## src/hw/owe2_consts.vh

```
`ifndef OWE2_CONSTS_VH
`define OWE2_CONSTS_VH
// system clock rate and orderwire bit rate
`define OWE2_CLK_KHZ        200000
`define OWE2_OW_KHZ         64
// cycles per orderwire bit, and the high half of the output clock
`define OWE2_BIT_CYC        (`OWE2_CLK_KHZ / `OWE2_OW_KHZ)
`define OWE2_HALF_CYC       (`OWE2_BIT_CYC / 2)
// wander the slip store must absorb, in ns, and one octet period in ns
`define OWE2_WANDER_NS      18000
`define OWE2_OCTET_NS       125000
// store depth as a power of two, in octets
`define OWE2_SLIP_AW        2
// byte position of the overhead octet after the frame start byte
`define OWE2_E2_OFFSET      16'h0001
`define OWE2_OCTET_BITS     3'h7
`define OWE2_ALL_ONES       8'hFF
`define OWE2_POS_W          16
`endif

```

## src/hw/owe2_add_drop.v

```verilog
// Functional notes
// - source places each orderwire octet into the outgoing overhead E2 byte.
// - incoming bits are written into the slip store on the orderwire clock.
// - store is read on transmit clock, frame position and slip decisions.
// - store running empty: skip one whole octet read at each slot while empty.
// - store running full: send the same octet a second time.
// - store absorbs at least 18 us of wander without errors.
// - rate difference shows only as whole-octet slips, never bit shifts.
// - sink extracts the E2 octet from every received frame.
// - each received octet is held in a store on the receive clock, unless both store entries are full.
// - stored bits shift out serially on a nominal 64 kHz clock.
// - on trail fail, output all-ONEs at 64 kbit/s within 1 ms.
// - when trail fail clears, extracted data resumes within 1 ms.
`timescale 1ns/1ps
`include "owe2_consts.vh"
module owe2_add_drop #(
  parameter SLIP_AW   = `OWE2_SLIP_AW,   // slip store address width
  parameter E2_OFFSET = `OWE2_E2_OFFSET  // E2 byte after frame start
) (
  input  wire       CLOCK,                      // 200 MHz system clock
  input  wire       SYS_RST,                    // sync reset, active high
  input  wire       ORDERWIRE_IN_DATA,          // serial orderwire bit
  input  wire       ORDERWIRE_IN_CLOCK,         // 64 kHz, rising samples
  input  wire       ORDERWIRE_OCTET_START,      // marks first bit of octet
  input  wire       LINE_TX_CLOCK,              // transmit byte clock
  input  wire       LINE_TX_FRAME_START,        // transmit frame start
  output reg  [7:0] SECTION_OVERHEAD_OUT_DATA,  // E2 octet to framer
  output reg        SECTION_OVERHEAD_OUT_VALID, // one-cycle strobe
  output reg        SLIP_SKIP_PULSE,            // octet read skipped
  output reg        SLIP_REPEAT_PULSE,          // octet sent again
  input  wire [7:0] SECTION_RX_DATA,            // received byte
  input  wire       SECTION_RX_CLOCK,           // receive byte clock
  input  wire       SECTION_RX_FRAME_START,     // receive frame start
  input  wire       TRAIL_SIGNAL_FAIL_IN,       // incoming trail fail
  output reg        ORDERWIRE_OUT_DATA,         // serial orderwire out
  output reg        ORDERWIRE_OUT_CLOCK,        // nominal 64 kHz out
  output reg        ORDERWIRE_SERVER_FAIL_OUT   // server fail to channel
);
  localparam DEPTH = 1 << SLIP_AW;
  localparam [SLIP_AW:0] FULL = {1'b1, {SLIP_AW{1'b0}}};
  localparam [`OWE2_POS_W-1:0] E2_POS = E2_OFFSET;
  localparam integer BIT_CYC_M1 = `OWE2_BIT_CYC - 1;
  localparam integer HALF_CYC   = `OWE2_HALF_CYC;
  localparam [11:0] BIT_LAST  = BIT_CYC_M1[11:0];
  localparam [11:0] HALF      = HALF_CYC[11:0];

  // one-hot states of the sink serializer
  localparam [1:0] SER_IDLE = 2'b01;
  localparam [1:0] SER_SEND = 2'b10;

  // rising-edge detect on a sampled clock pin
  function rise;
    input now;
    input last;
    begin
      rise = now && !last;
    end
  endfunction

  reg                  ow_clk_d;
  reg                  tx_clk_d;
  reg                  rx_clk_d;
  wire                 ow_edge = rise(ORDERWIRE_IN_CLOCK, ow_clk_d);
  wire                 tx_edge = rise(LINE_TX_CLOCK, tx_clk_d);
  wire                 rx_edge = rise(SECTION_RX_CLOCK, rx_clk_d);

  // slip store: DEPTH octets; default 4 octets = 500 us, far over 18 us
  reg  [7:0]           slip_mem [0:DEPTH-1];
  reg  [SLIP_AW-1:0]   wr_ptr;
  reg  [SLIP_AW-1:0]   rd_ptr;
  reg  [SLIP_AW:0]     fill;
  reg  [6:0]           wr_shift;
  reg  [2:0]           wr_bit;
  reg                  wr_aligned;
  wire                 wr_done;
  wire                 wr_take;
  wire [7:0]           wr_octet;
  reg  [`OWE2_POS_W-1:0] tx_pos;
  reg                  tx_armed;
  wire                 tx_slot;
  wire                 rd_take;
  reg  [7:0]           last_octet;
  reg                  rep_once;

  always @(posedge CLOCK) begin
    if (SYS_RST) begin
      ow_clk_d <= 1'b0;
      tx_clk_d <= 1'b0;
      rx_clk_d <= 1'b0;
    end else begin
      ow_clk_d <= ORDERWIRE_IN_CLOCK;
      tx_clk_d <= LINE_TX_CLOCK;
      rx_clk_d <= SECTION_RX_CLOCK;
    end
  end

  // octets are framed only from the octet start, so slips stay whole
  assign wr_octet = {wr_shift, ORDERWIRE_IN_DATA};
  assign wr_done  = ow_edge && wr_aligned && !ORDERWIRE_OCTET_START &&
                    (wr_bit == `OWE2_OCTET_BITS);
  assign wr_take  = wr_done && (fill != FULL);
  assign tx_slot  = tx_edge && tx_armed && !LINE_TX_FRAME_START &&
                    (tx_pos == E2_POS);
  assign rd_take  = tx_slot && (fill != 0) &&
                    ((fill != FULL) || rep_once);

  // write side runs on orderwire clock edges only
  always @(posedge CLOCK) begin
    if (SYS_RST) begin
      wr_shift   <= 7'h00;
      wr_bit     <= 3'h0;
      wr_aligned <= 1'b0;
      wr_ptr     <= {SLIP_AW{1'b0}};
    end else if (ow_edge) begin
      if (ORDERWIRE_OCTET_START) begin
        wr_shift   <= {6'h00, ORDERWIRE_IN_DATA};
        wr_bit     <= 3'h1;
        wr_aligned <= 1'b1;
      end else begin
        wr_shift <= wr_octet[6:0];
        wr_bit   <= wr_bit + 3'h1;
      end
      if (wr_take) begin
        slip_mem[wr_ptr] <= wr_octet;
        wr_ptr           <= wr_ptr + 1'b1;
      end
    end
  end

  // fill level; write and read in one cycle cancel out
  always @(posedge CLOCK) begin
    if (SYS_RST) begin
      fill <= {(SLIP_AW+1){1'b0}};
    end else if (wr_take && !rd_take) begin
      fill <= fill + 1'b1;
    end else if (rd_take && !wr_take) begin
      fill <= fill - 1'b1;
    end
  end

  // transmit byte position counted from the frame start byte
  always @(posedge CLOCK) begin
    if (SYS_RST) begin
      tx_pos   <= {`OWE2_POS_W{1'b0}};
      tx_armed <= 1'b0;
    end else if (tx_edge) begin
      if (LINE_TX_FRAME_START) begin
        tx_pos   <= {{(`OWE2_POS_W-1){1'b0}}, 1'b1};
        tx_armed <= 1'b1;
      end else if (tx_armed) begin
        tx_pos   <= tx_pos + 1'b1;
        tx_armed <= (tx_pos != E2_POS);
      end
    end
  end

  // one octet per frame; empty skips the read, full sends the last again
  always @(posedge CLOCK) begin
    if (SYS_RST) begin
      rd_ptr                     <= {SLIP_AW{1'b0}};
      last_octet                 <= `OWE2_ALL_ONES;
      SECTION_OVERHEAD_OUT_DATA  <= `OWE2_ALL_ONES;
      SECTION_OVERHEAD_OUT_VALID <= 1'b0;
      SLIP_SKIP_PULSE            <= 1'b0;
      SLIP_REPEAT_PULSE          <= 1'b0;
      rep_once                   <= 1'b0;
    end else begin
      SECTION_OVERHEAD_OUT_VALID <= tx_slot;
      SLIP_SKIP_PULSE            <= tx_slot && (fill == 0);
      SLIP_REPEAT_PULSE          <= tx_slot && (fill == FULL) &&
                                    !rep_once;
      // one repeat per full spell, else a full store would never drain
      if (tx_slot && (fill == FULL)) begin
        rep_once <= !rep_once;
      end else if (fill != FULL) begin
        rep_once <= 1'b0;
      end
      if (rd_take) begin
        rd_ptr                    <= rd_ptr + 1'b1;
        last_octet                <= slip_mem[rd_ptr];
        SECTION_OVERHEAD_OUT_DATA <= slip_mem[rd_ptr];
      end else if (tx_slot) begin
        SECTION_OVERHEAD_OUT_DATA <= last_octet;
      end
    end
  end

  // sink: receive position and E2 capture
  reg  [`OWE2_POS_W-1:0] rx_pos;
  reg                  rx_armed;
  wire                 rx_slot;
  wire                 rx_ready;
  wire [7:0]           hold_data;
  wire                 hold_valid;
  wire                 hold_pop;
  reg  [1:0]           ser_state;
  reg  [11:0]          bit_div;
  reg  [2:0]           ser_bit;
  reg  [7:0]           ser_shift;
  wire                 bit_en;
  wire                 tsf;

  assign tsf     = TRAIL_SIGNAL_FAIL_IN;
  assign rx_slot = rx_edge && rx_armed && !SECTION_RX_FRAME_START &&
                   (rx_pos == E2_POS);
  assign bit_en  = (bit_div == BIT_LAST);
  assign hold_pop = bit_en && (ser_bit == 3'h0) && hold_valid;

  always @(posedge CLOCK) begin
    if (SYS_RST) begin
      rx_pos   <= {`OWE2_POS_W{1'b0}};
      rx_armed <= 1'b0;
    end else if (rx_edge) begin
      if (SECTION_RX_FRAME_START) begin
        rx_pos   <= {{(`OWE2_POS_W-1){1'b0}}, 1'b1};
        rx_armed <= 1'b1;
      end else if (rx_armed) begin
        rx_pos   <= rx_pos + 1'b1;
        rx_armed <= (rx_pos != E2_POS);
      end
    end
  end

  // octet store of two entries; an octet arriving while both are full is dropped
  owe2_buf2 #(
    .WIDTH     (8)
  ) u_hold (
    .clk       (CLOCK),
    .rst       (SYS_RST),
    .in_data   (SECTION_RX_DATA),
    .in_valid  (rx_slot),
    .in_ready  (rx_ready),
    .out_data  (hold_data),
    .out_valid (hold_valid),
    .out_ready (hold_pop)
  );

  // 64 kHz bit timing from the system clock, exact divide of 3125
  always @(posedge CLOCK) begin
    if (SYS_RST) begin
      bit_div             <= 12'h000;
      ORDERWIRE_OUT_CLOCK <= 1'b0;
    end else begin
      bit_div             <= bit_en ? 12'h000 : bit_div + 12'h001;
      ORDERWIRE_OUT_CLOCK <= (bit_div < HALF);
    end
  end

  // serializer: msb first; no octet or trail fail gives all-ONEs
  always @(posedge CLOCK) begin
    if (SYS_RST) begin
      ser_state                 <= SER_IDLE;
      ser_bit                   <= 3'h0;
      ser_shift                 <= `OWE2_ALL_ONES;
      ORDERWIRE_OUT_DATA        <= 1'b1;
      ORDERWIRE_SERVER_FAIL_OUT <= 1'b0;
    end else begin
      ORDERWIRE_SERVER_FAIL_OUT <= tsf;
      if (bit_en) begin
        ser_bit <= ser_bit + 3'h1;
        case (ser_state)
          SER_IDLE: begin
            if (ser_bit == 3'h0 && hold_valid) begin
              ser_state <= SER_SEND;
            end
          end
          SER_SEND: begin
            if (ser_bit == 3'h0 && !hold_valid) begin
              ser_state <= SER_IDLE;
            end
          end
          default: begin
            ser_state <= SER_IDLE;
          end
        endcase
        if (ser_bit == 3'h0) begin
          ser_shift <= hold_valid ? hold_data : `OWE2_ALL_ONES;
          ORDERWIRE_OUT_DATA <= tsf ? 1'b1 :
            (hold_valid ? hold_data[7] : 1'b1);
        end else begin
          ser_shift <= {ser_shift[6:0], 1'b1};
          ORDERWIRE_OUT_DATA <= tsf ? 1'b1 : ser_shift[6];
        end
      end
    end
  end
endmodule

```

## src/hw/owe2_buf2.v

```verilog
`timescale 1ns/1ps
// two-entry elastic buffer; full throughput with registered ready
module owe2_buf2 #(
  parameter WIDTH = 8
) (
  input  wire             clk,       // system clock
  input  wire             rst,       // synchronous reset
  input  wire [WIDTH-1:0] in_data,   // word to store
  input  wire             in_valid,  // word offered
  output wire             in_ready,  // room for a word
  output wire [WIDTH-1:0] out_data,  // oldest word
  output wire             out_valid, // oldest word present
  input  wire             out_ready  // drain takes the word
);
  reg [WIDTH-1:0] slot0;
  reg [WIDTH-1:0] slot1;
  reg [1:0]       count;
  wire            push;
  wire            pop;

  assign push      = in_valid && (count != 2'h2);
  assign pop       = out_ready && (count != 2'h0);
  assign in_ready  = (count != 2'h2);
  assign out_valid = (count != 2'h0);
  assign out_data  = slot0;

  // slot0 always holds the oldest word
  always @(posedge clk) begin
    if (rst) begin
      count <= 2'h0;
      slot0 <= {WIDTH{1'b0}};
      slot1 <= {WIDTH{1'b0}};
    end else begin
      if (pop && push) begin
        if (count == 2'h1) begin
          slot0 <= in_data;
        end else begin
          slot0 <= slot1;
          slot1 <= in_data;
        end
      end else if (pop) begin
        slot0 <= slot1;
        count <= count - 2'h1;
      end else if (push) begin
        if (count == 2'h0) begin
          slot0 <= in_data;
        end else begin
          slot1 <= in_data;
        end
        count <= count + 2'h1;
      end
    end
  end
endmodule

```

## config.mk

```make
export PLATFORM = sky130hd
export DESIGN_NAME = owe2_add_drop
export DESIGN_NICKNAME = d
export VERILOG_FILES = /design/src/hw/owe2_add_drop.v /design/src/hw/owe2_buf2.v
export VERILOG_INCLUDE_DIRS = /design/src /design/src/hw
export SDC_FILE = /design/constraint.sdc
export NUM_CORES = 1
export LEC_CHECK = 0
export ABC_AREA = 0
export BUFFER_PORTS_ARGS = -buffer_cell sky130_fd_sc_hd__buf_2
export CORE_MARGIN = 2
export CORE_UTILIZATION = 45
export DETAILED_ROUTE_END_ITERATION = 8
export PLACE_DENSITY_LB_ADDON = 0.3
export SLEW_MARGIN = 15
export SYNTH_ARGS = -nofsm -noshare
export SYNTH_HDL_FRONTEND = slang
export SYNTH_SLANG_ARGS = --single-unit
```

## constraint.sdc

```tcl
create_clock -name CLOCK -period 3.37 [get_ports CLOCK]
set_input_delay 0.674 -clock CLOCK [delete_from_list [all_inputs] [get_ports CLOCK]]
set_output_delay 0.674 -clock CLOCK [all_outputs]
set_load 0.005 [all_outputs]
```

Yosys cells after proc, flatten, opt, wreduce, memory -nomap -nowiden

Memories as Yosys holds them, arrays and structs flattened. A register that Yosys moved wholly into a read port is not among the register bits.
Cells that the tools add are included.

Register bits: 118
Latch bits: 0
Bits in writable memories: 32
Bits in read-only memories: 0
Input bits: 18
Output and inout bits: 14
Logic and storage cells: 152
Memories: 1

$add $sub $neg: 11
Multipliers: 0
Div/mod/pow operators: 0
$lt $le $gt $ge: 1
Eq/ne operators: 13
Shifts and indexed selects: 0
Muxes and demuxes: 40
Bitwise logic cells: 1
Reduce and logical (&&, ||, !) cells: 57

Memory list:

| name     | depth | width | read ports | clocked after Yosys merged registers in | write ports | RTL line           | text |
|---|---|---|---|---|---|---|---|
| slip_mem | 4     | 8     | 1          | 1                                       | 1           | owe2_add_drop.v:68 | `reg [7:0] slip_mem [0:DEPTH-1];` |

Operators by type and width:

| kind                                                                            | count |
|---|---|
| 8-bit two-way mux                                                               | 12 |
| 16-bit two-way mux                                                              | 4 |
| 16-bit by 1-bit adder with 16-bit output (second input constant)                | 2 |
| 16-bit by 1-bit == test with 1-bit output (second input constant)               | 2 |
| 16-bit by 1-bit != test with 1-bit output (second input constant)               | 2 |
| 1-bit logical AND                                                               | 25 |
| 7-bit two-way mux                                                               | 3 |
| 2-bit nonzero test                                                              | 8 |
| 1-bit two-way mux                                                               | 14 |
| 12-bit by 1-bit adder with 12-bit output (second input constant)                | 1 |
| 12-bit == test (second input constant)                                          | 1 |
| 12-bit by 11-bit less-than comparator with 1-bit output (second input constant) | 1 |
| 2-bit AND reduction                                                             | 6 |
| 3-bit by 1-bit adder with 3-bit output (second input constant)                  | 3 |
| 1-bit zero test                                                                 | 9 |
| 3-bit two-way mux                                                               | 3 |
| 3-bit nonzero test                                                              | 3 |
| 2-bit two-way mux                                                               | 4 |
| 2-bit by 1-bit adder with 2-bit output (second input constant)                  | 3 |
| 3-bit == test (second input constant)                                           | 2 |
| 3-bit zero test                                                                 | 2 |
| 2-bit != test (second input constant)                                           | 3 |
| 4-bit AND reduction                                                             | 1 |
| 3-bit != test (second input constant)                                           | 1 |
| other kinds (8)                                                                 | 8 |

Depth between registers and ports, before layout

Word-level depth: 10
Depth in mapped cells: 12
Gate-level depth less buffers: 12

Modules after synthesis

From an unflattened synthesis, not the netlist that was laid out.

Cell total of the unflattened synthesis: 725
Area, all modules: 7,066.8 um2

Modules (own cells, without submodules):

| module        | times used | cells an instance | area each (um2) | sequential area each (um2) |
|---|---|---|---|---|
| owe2_add_drop | 1          | 618               | 6,100.9         | 3,002.9 |
| owe2_buf2     | 1          | 107               | 965.9           | 360.3 |

Worst setup path before layout

Ideal clock, no wire load.

Path kind: in2reg
Start point: in SECTION_RX_FRAME_START
End point: reg u_hold.slot1[5]
Setup time: 0.128 ns
Data arrival time: 2.662 ns
Required time: 3.242 ns
Path slack: 0.580 ns
Stages on the path: 10
Buffers on the path: 1
Cells stage by stage: clkbuf_1 -> nor3b_1 -> nand2_1 -> or3_1 -> inv_1 -> ha_1 -> nand2b_1 -> o22ai_2 -> mux2i_1 -> nor2_1

Word-level cells in the longest chain between the ends: 7
Elaborated cells between the ends (all ways): 11
Those cells by class: eq/ne: 3; mux: 1; reduce/logical: 7

RTL lines:

| what                                            | RTL line            | text |
|---|---|---|
| start, declared                                 | owe2_add_drop.v:33  | `input wire SECTION_RX_FRAME_START,` |
| 1-bit zero test *                               | owe2_add_drop.v:204 | `assign rx_slot = rx_edge && rx_armed && !SECTION_RX_FRAME_START &&` |
| 1-bit logical AND * (2 in series)               | owe2_add_drop.v:204 |  |
| 1-bit logical AND *                             | owe2_buf2.v:21      | `assign push = in_valid && (count != 2'h2);` |
| 1-bit logical AND                               | owe2_buf2.v:34      | `if (pop && push) begin` |
| 2-bit != test (no line) (tied with other cells) | n/a                 |  |
| 4-bit AND reduction (no line)                   | n/a                 |  |
| end signal, assigned                            | owe2_buf2.v:32      | `slot1 <= {WIDTH{1'b0}};` |
| end signal, assigned                            | owe2_buf2.v:39      | `slot1 <= in_data;` |
| end signal, assigned                            | owe2_buf2.v:48      | `slot1 <= in_data;` |
| end, declared                                   | owe2_buf2.v:16      | `reg [WIDTH-1:0] slot1;` |

Mark *: on every way between the ends. The rest lies on a longest branch, timed or not.
A chain may end at the register's enable or synchronous reset.

Final worst setup path

Start point: reg rx_pos[0]
End point: reg u_hold.slot1[2]

Word-level cells in the longest chain between the ends: 6
Elaborated cells between the ends (all ways): 10
Those cells by class: eq/ne: 4; mux: 1; reduce/logical: 5

RTL lines:

| what                                            | RTL line            | text |
|---|---|---|
| start, declared                                 | owe2_add_drop.v:189 | `` reg [`OWE2_POS_W-1:0] rx_pos; `` |
| start signal, assigned                          | owe2_add_drop.v:211 | `` rx_pos <= {`OWE2_POS_W{1'b0}}; `` |
| start signal, assigned                          | owe2_add_drop.v:215 | `` rx_pos <= {{(`OWE2_POS_W-1){1'b0}}, 1'b1}; `` |
| start signal, assigned                          | owe2_add_drop.v:218 | `rx_pos <= rx_pos + 1'b1;` |
| 16-bit by 1-bit == test with 1-bit output *     | owe2_add_drop.v:205 | `(rx_pos == E2_POS);` |
| 1-bit logical AND *                             | owe2_add_drop.v:204 |  |
| 1-bit logical AND *                             | owe2_buf2.v:21      |  |
| 1-bit logical AND                               | owe2_buf2.v:34      |  |
| 2-bit != test (no line) (tied with other cells) | n/a                 |  |
| 4-bit AND reduction (no line)                   | n/a                 |  |

Marks and branches as above.

==> flow_summary.json <==
{
  "crit_path_end": "u_hold.slot1[2]$_SDFFE_PP0P_",
  "vias": 5035,
  "totalNegativeSetupSlack_ns": 0,
  "use_met1_pct": 22.4,
  "grt_usage_pct": 17.4,
  "antenna_found_initial": 1,
  "io_buffer_count": 31,
  "grt_start_max_net_pins": 45,
  "hp-class": "reg -> reg",
  "clock_latency_ns": 0.42,
  "cp_max_fo": 8,
  "max-vdd-ir-drop_mv": 0.355,
  "fillers": 1344,
  "cts.root.buffer_cell": "clkbuf_16",
  "core_sq_um": 14500,
  "cts_hold_buffers": 0,
  "use_met2_pct": 28.4,
  "postRouteWirelength_mm": 13.2,
  "required_ns": 3.66,
  "ant_nets": 0,
  "relSlewSlack_pct": 34.6,
  "synth_xor_area_share_pct": 2.36,
  "fin_nets": 753,
  "ys_seq_elements": 152,
  "path_clk_slew_ns": 0.06,
  "grt_pass1_wl_mm": 22.8,
  "h-tree-depth": 4,
  "min_period_ns": 3.04,
  "async_reset_ff_share_pct": 0,
  "yosysTopAreaCell": "dfxtp_1",
  "period_share_pct": 90.1,
  "drive_gt1_share_pct": 14.0,
  "worstPathArrival_ns": 3.33,
  "cts.sink_count": 152,
  "synth-compound-area-share_pct": 12.0,
  "finalClockSkew_ns": 0.00516,
  "hold_viol": 0,
  "tritoncts": "built",
  "syn_nets": 733,
  "netlist_area_sq_um": 6690,
  "yosys_warnings": 0,
  "synth_area_per_cell_sq_um": 9.64,
  "grtUsageMet3_pct": 3.95,
  "ys.flop_type": "dfxtp_1",
  "final_common_cell": "dfxtp_1",
  "slew_violations": 0,
  "syn_inst": 694,
  "max_freq_ghz": 0.329,
  "seq_area_frac_synth_pct": 50.3,
  "p_total_w": 0.00370,
  "crit_path_start_kind": "flop",
  "clockBufferDepth": 2,
  "drtIter0Drc": 352,
  "chipHeight_um": 126,
  "synthMuxAreaShare_pct": 5.69,
  "initial_core_util_pct": 46.0,
  "grt_pass1_vias": 4800,
  "reg2reg_depth": 10,
  "whs_path_depth": 2,
  "powerDensity_nw_per_um2": 492,
  "hpwl_mm": 9.00,
  "layout_common_cells": "120 x dfxtp_1, 99 x nor2_1, 57 x nand2_1",
  "reg2reg_from": "rx_pos[0]$_SDFFE_PP0P_",
  "worstSetupPathType": "reg -> reg",
  "synth.area.top_cells": "dfxtp_1 36%, edfxtp_1 14%, nor2_1 5.6%, ha_1 3.7%, a21oi_1 3.4%",
  "status": "finished clean",
  "die_x_um": 126,
  "grt_setup_unrepaired": "false",
  "synth_top_family_by_area": "simple AND/OR/NAND/NOR gates",
  "setup_violations": 0,
  "dr.pass1.iters": 5,
  "area_growth_pct": 12.4,
  "synth_top_area_share_pct": 35.9,
  "routabilityCongestion": 0.816,
  "wl_per_cell_um": 14.5,
  "synth_adder_area_share_pct": 4.04,
  "drt_drc_violations_left": 0,
  "grt.busiest_layer": "met2",
  "post_cts_buffers": 0,
  "grt_overflow": 0,
  "synth-edff-count": 32,
  "r2r-end": "u_hold.slot1[2]$_SDFFE_PP0P_",
  "cts_resized": 0,
  "end_kind": "flop",
  "drv_cap": 0,
  "synth-simple-area-share_pct": 22.3,
  "crit_start": "rx_pos[0]$_SDFFE_PP0P_",
  "ys_types": 58,
  "ff2ff_setup_slack_ns": 0.33,
  "die-area_sq_um": 15900,
  "vias_per_cell": 5.52,
  "cts_made_buffers": 17,
  "io_pins": 32,
  "tightestPinTransition_ns": 0.972,
  "rows": 44,
  "leakagePower_nw": 2.55
}
through the flow:
stage	util, %	cells	area (sq um)	hold slack (ns)	worst slack [ns]
global route	51.7	912	7520	0.478	0.0495
CTS	51.7	911	7520	0.469	0.343
global placement	48.0	879	6980	0.444	0.491
detailed placement	48.0	879	6980	0.454	0.377
floorplan	-	694	6690	0.426	0.580
finish	51.7	912	7520	0.461	0.333
per-layer routing:
metal | vias up | wire length (um) | part of all wire [%]
met5 | - | 0 | 0
met4 | 0 | 223 | 1.7
met1 | 2407 | 6190 | 47
met2 | 92 | 6260 | 47
met3 | 18 | 533 | 4.0
li1 | 2518 | - | -
registers in the layout (all words and copies together), names as in the netlist, 2 cells and up, named ones only:
register                   flops
SECTION_OVERHEAD_OUT_DATA      8
bit_div                       12
fill                           3
last_octet                     8
rd_ptr                         2
rx_pos                        16
ser_bit                        3
ser_shift                      7
slip_mem                      32
tx_pos                        16
u_hold.count                   2
u_hold.out_data                8
u_hold.slot1                   8
wr_bit                         3
wr_ptr                         2
wr_shift                       7
cell families (layout without fill, tap and decap cells):
family | after synthesis | count (layout)
flops | 152 | 152
buf+inv | 55 | 88
simple gates | 299 | 299
xor+xnor | 18 | 18
mux | 27 | 27
other cells | 0 | 1
fa+ha+maj | 21 | 21
compound gates | 122 | 122
worst min-delay path by stage:
stage	start	endpoint	slack [ns]
floorplan	bit_div[0]$_SDFF_PP0_	bit_div[0]$_SDFF_PP0_	0.43
global placement	ser_shift[5]$_SDFFE_PP1N_	ser_shift[5]$_SDFFE_PP1N_	0.44
detailed placement	ser_shift[5]$_SDFFE_PP1N_	ser_shift[5]$_SDFFE_PP1N_	0.45
CTS	wr_aligned$_SDFFE_PP0P_	wr_aligned$_SDFFE_PP0P_	0.47
global route	ser_shift[5]$_SDFFE_PP1N_	ser_shift[5]$_SDFFE_PP1N_	0.48
finish	wr_aligned$_SDFFE_PP0P_	wr_aligned$_SDFFE_PP0P_	0.46
cells in the mapped netlist, types with 4 or more instances:
cell       number
a211o_1         6
a211oi_1        4
a21oi_1        45
a2bb2oi_1       8
a311oi_1       11
a31oi_1         8
and2_1          7
and3_1          5
buf_1           4
clkbuf_1       31
dfxtp_1       120
edfxtp_1       32
ha_1           20
inv_1          16
mux2_2          8
mux2i_1        11
mux4_2          8
nand2_1        57
nand2b_1        5
nand3_1        14
nand4_1         7
nor2_1         99
nor2b_1        13
nor3_1         29
nor3b_1        11
nor4_1         12
o21ai_0        24
or2_2          10
or3_1          10
or4_1           4
xnor2_1         7
xor2_1         11
layout make-up:
class                           instances  area (sq um)  area share [%]
Multi-Input combinational cell        487          3100            41.3
Timing Repair Buffer                   40           225            3.00
Clock inverter                         14           104            1.38
Inverter                               16          60.1           0.799
Tap cell                              184           230            3.06
Sequential cell                       152          3360            44.7
Antenna cell                            1          2.50          0.0333
Clock buffer                           18           429            5.71
critical path, stage by stage (launching register included):
cell	delay [ns]
dfxtp_1	0.42
ha_1	0.19
nor4b_1	0.25
nand4_1	0.28
or3_1	0.44
inv_1	0.07
ha_1	0.26
nand2b_1	0.18
o22ai_2	0.50
mux2i_1	0.25
nor2_1	0.06
power breakdown:
part           internal [W]  total, W  switching (W)
registers           0.00187   0.00188      0.0000138
clock network      0.000942   0.00170       0.000761
logic             0.0000395  0.000115      0.0000751
Power figures use the tool's default switching activity.
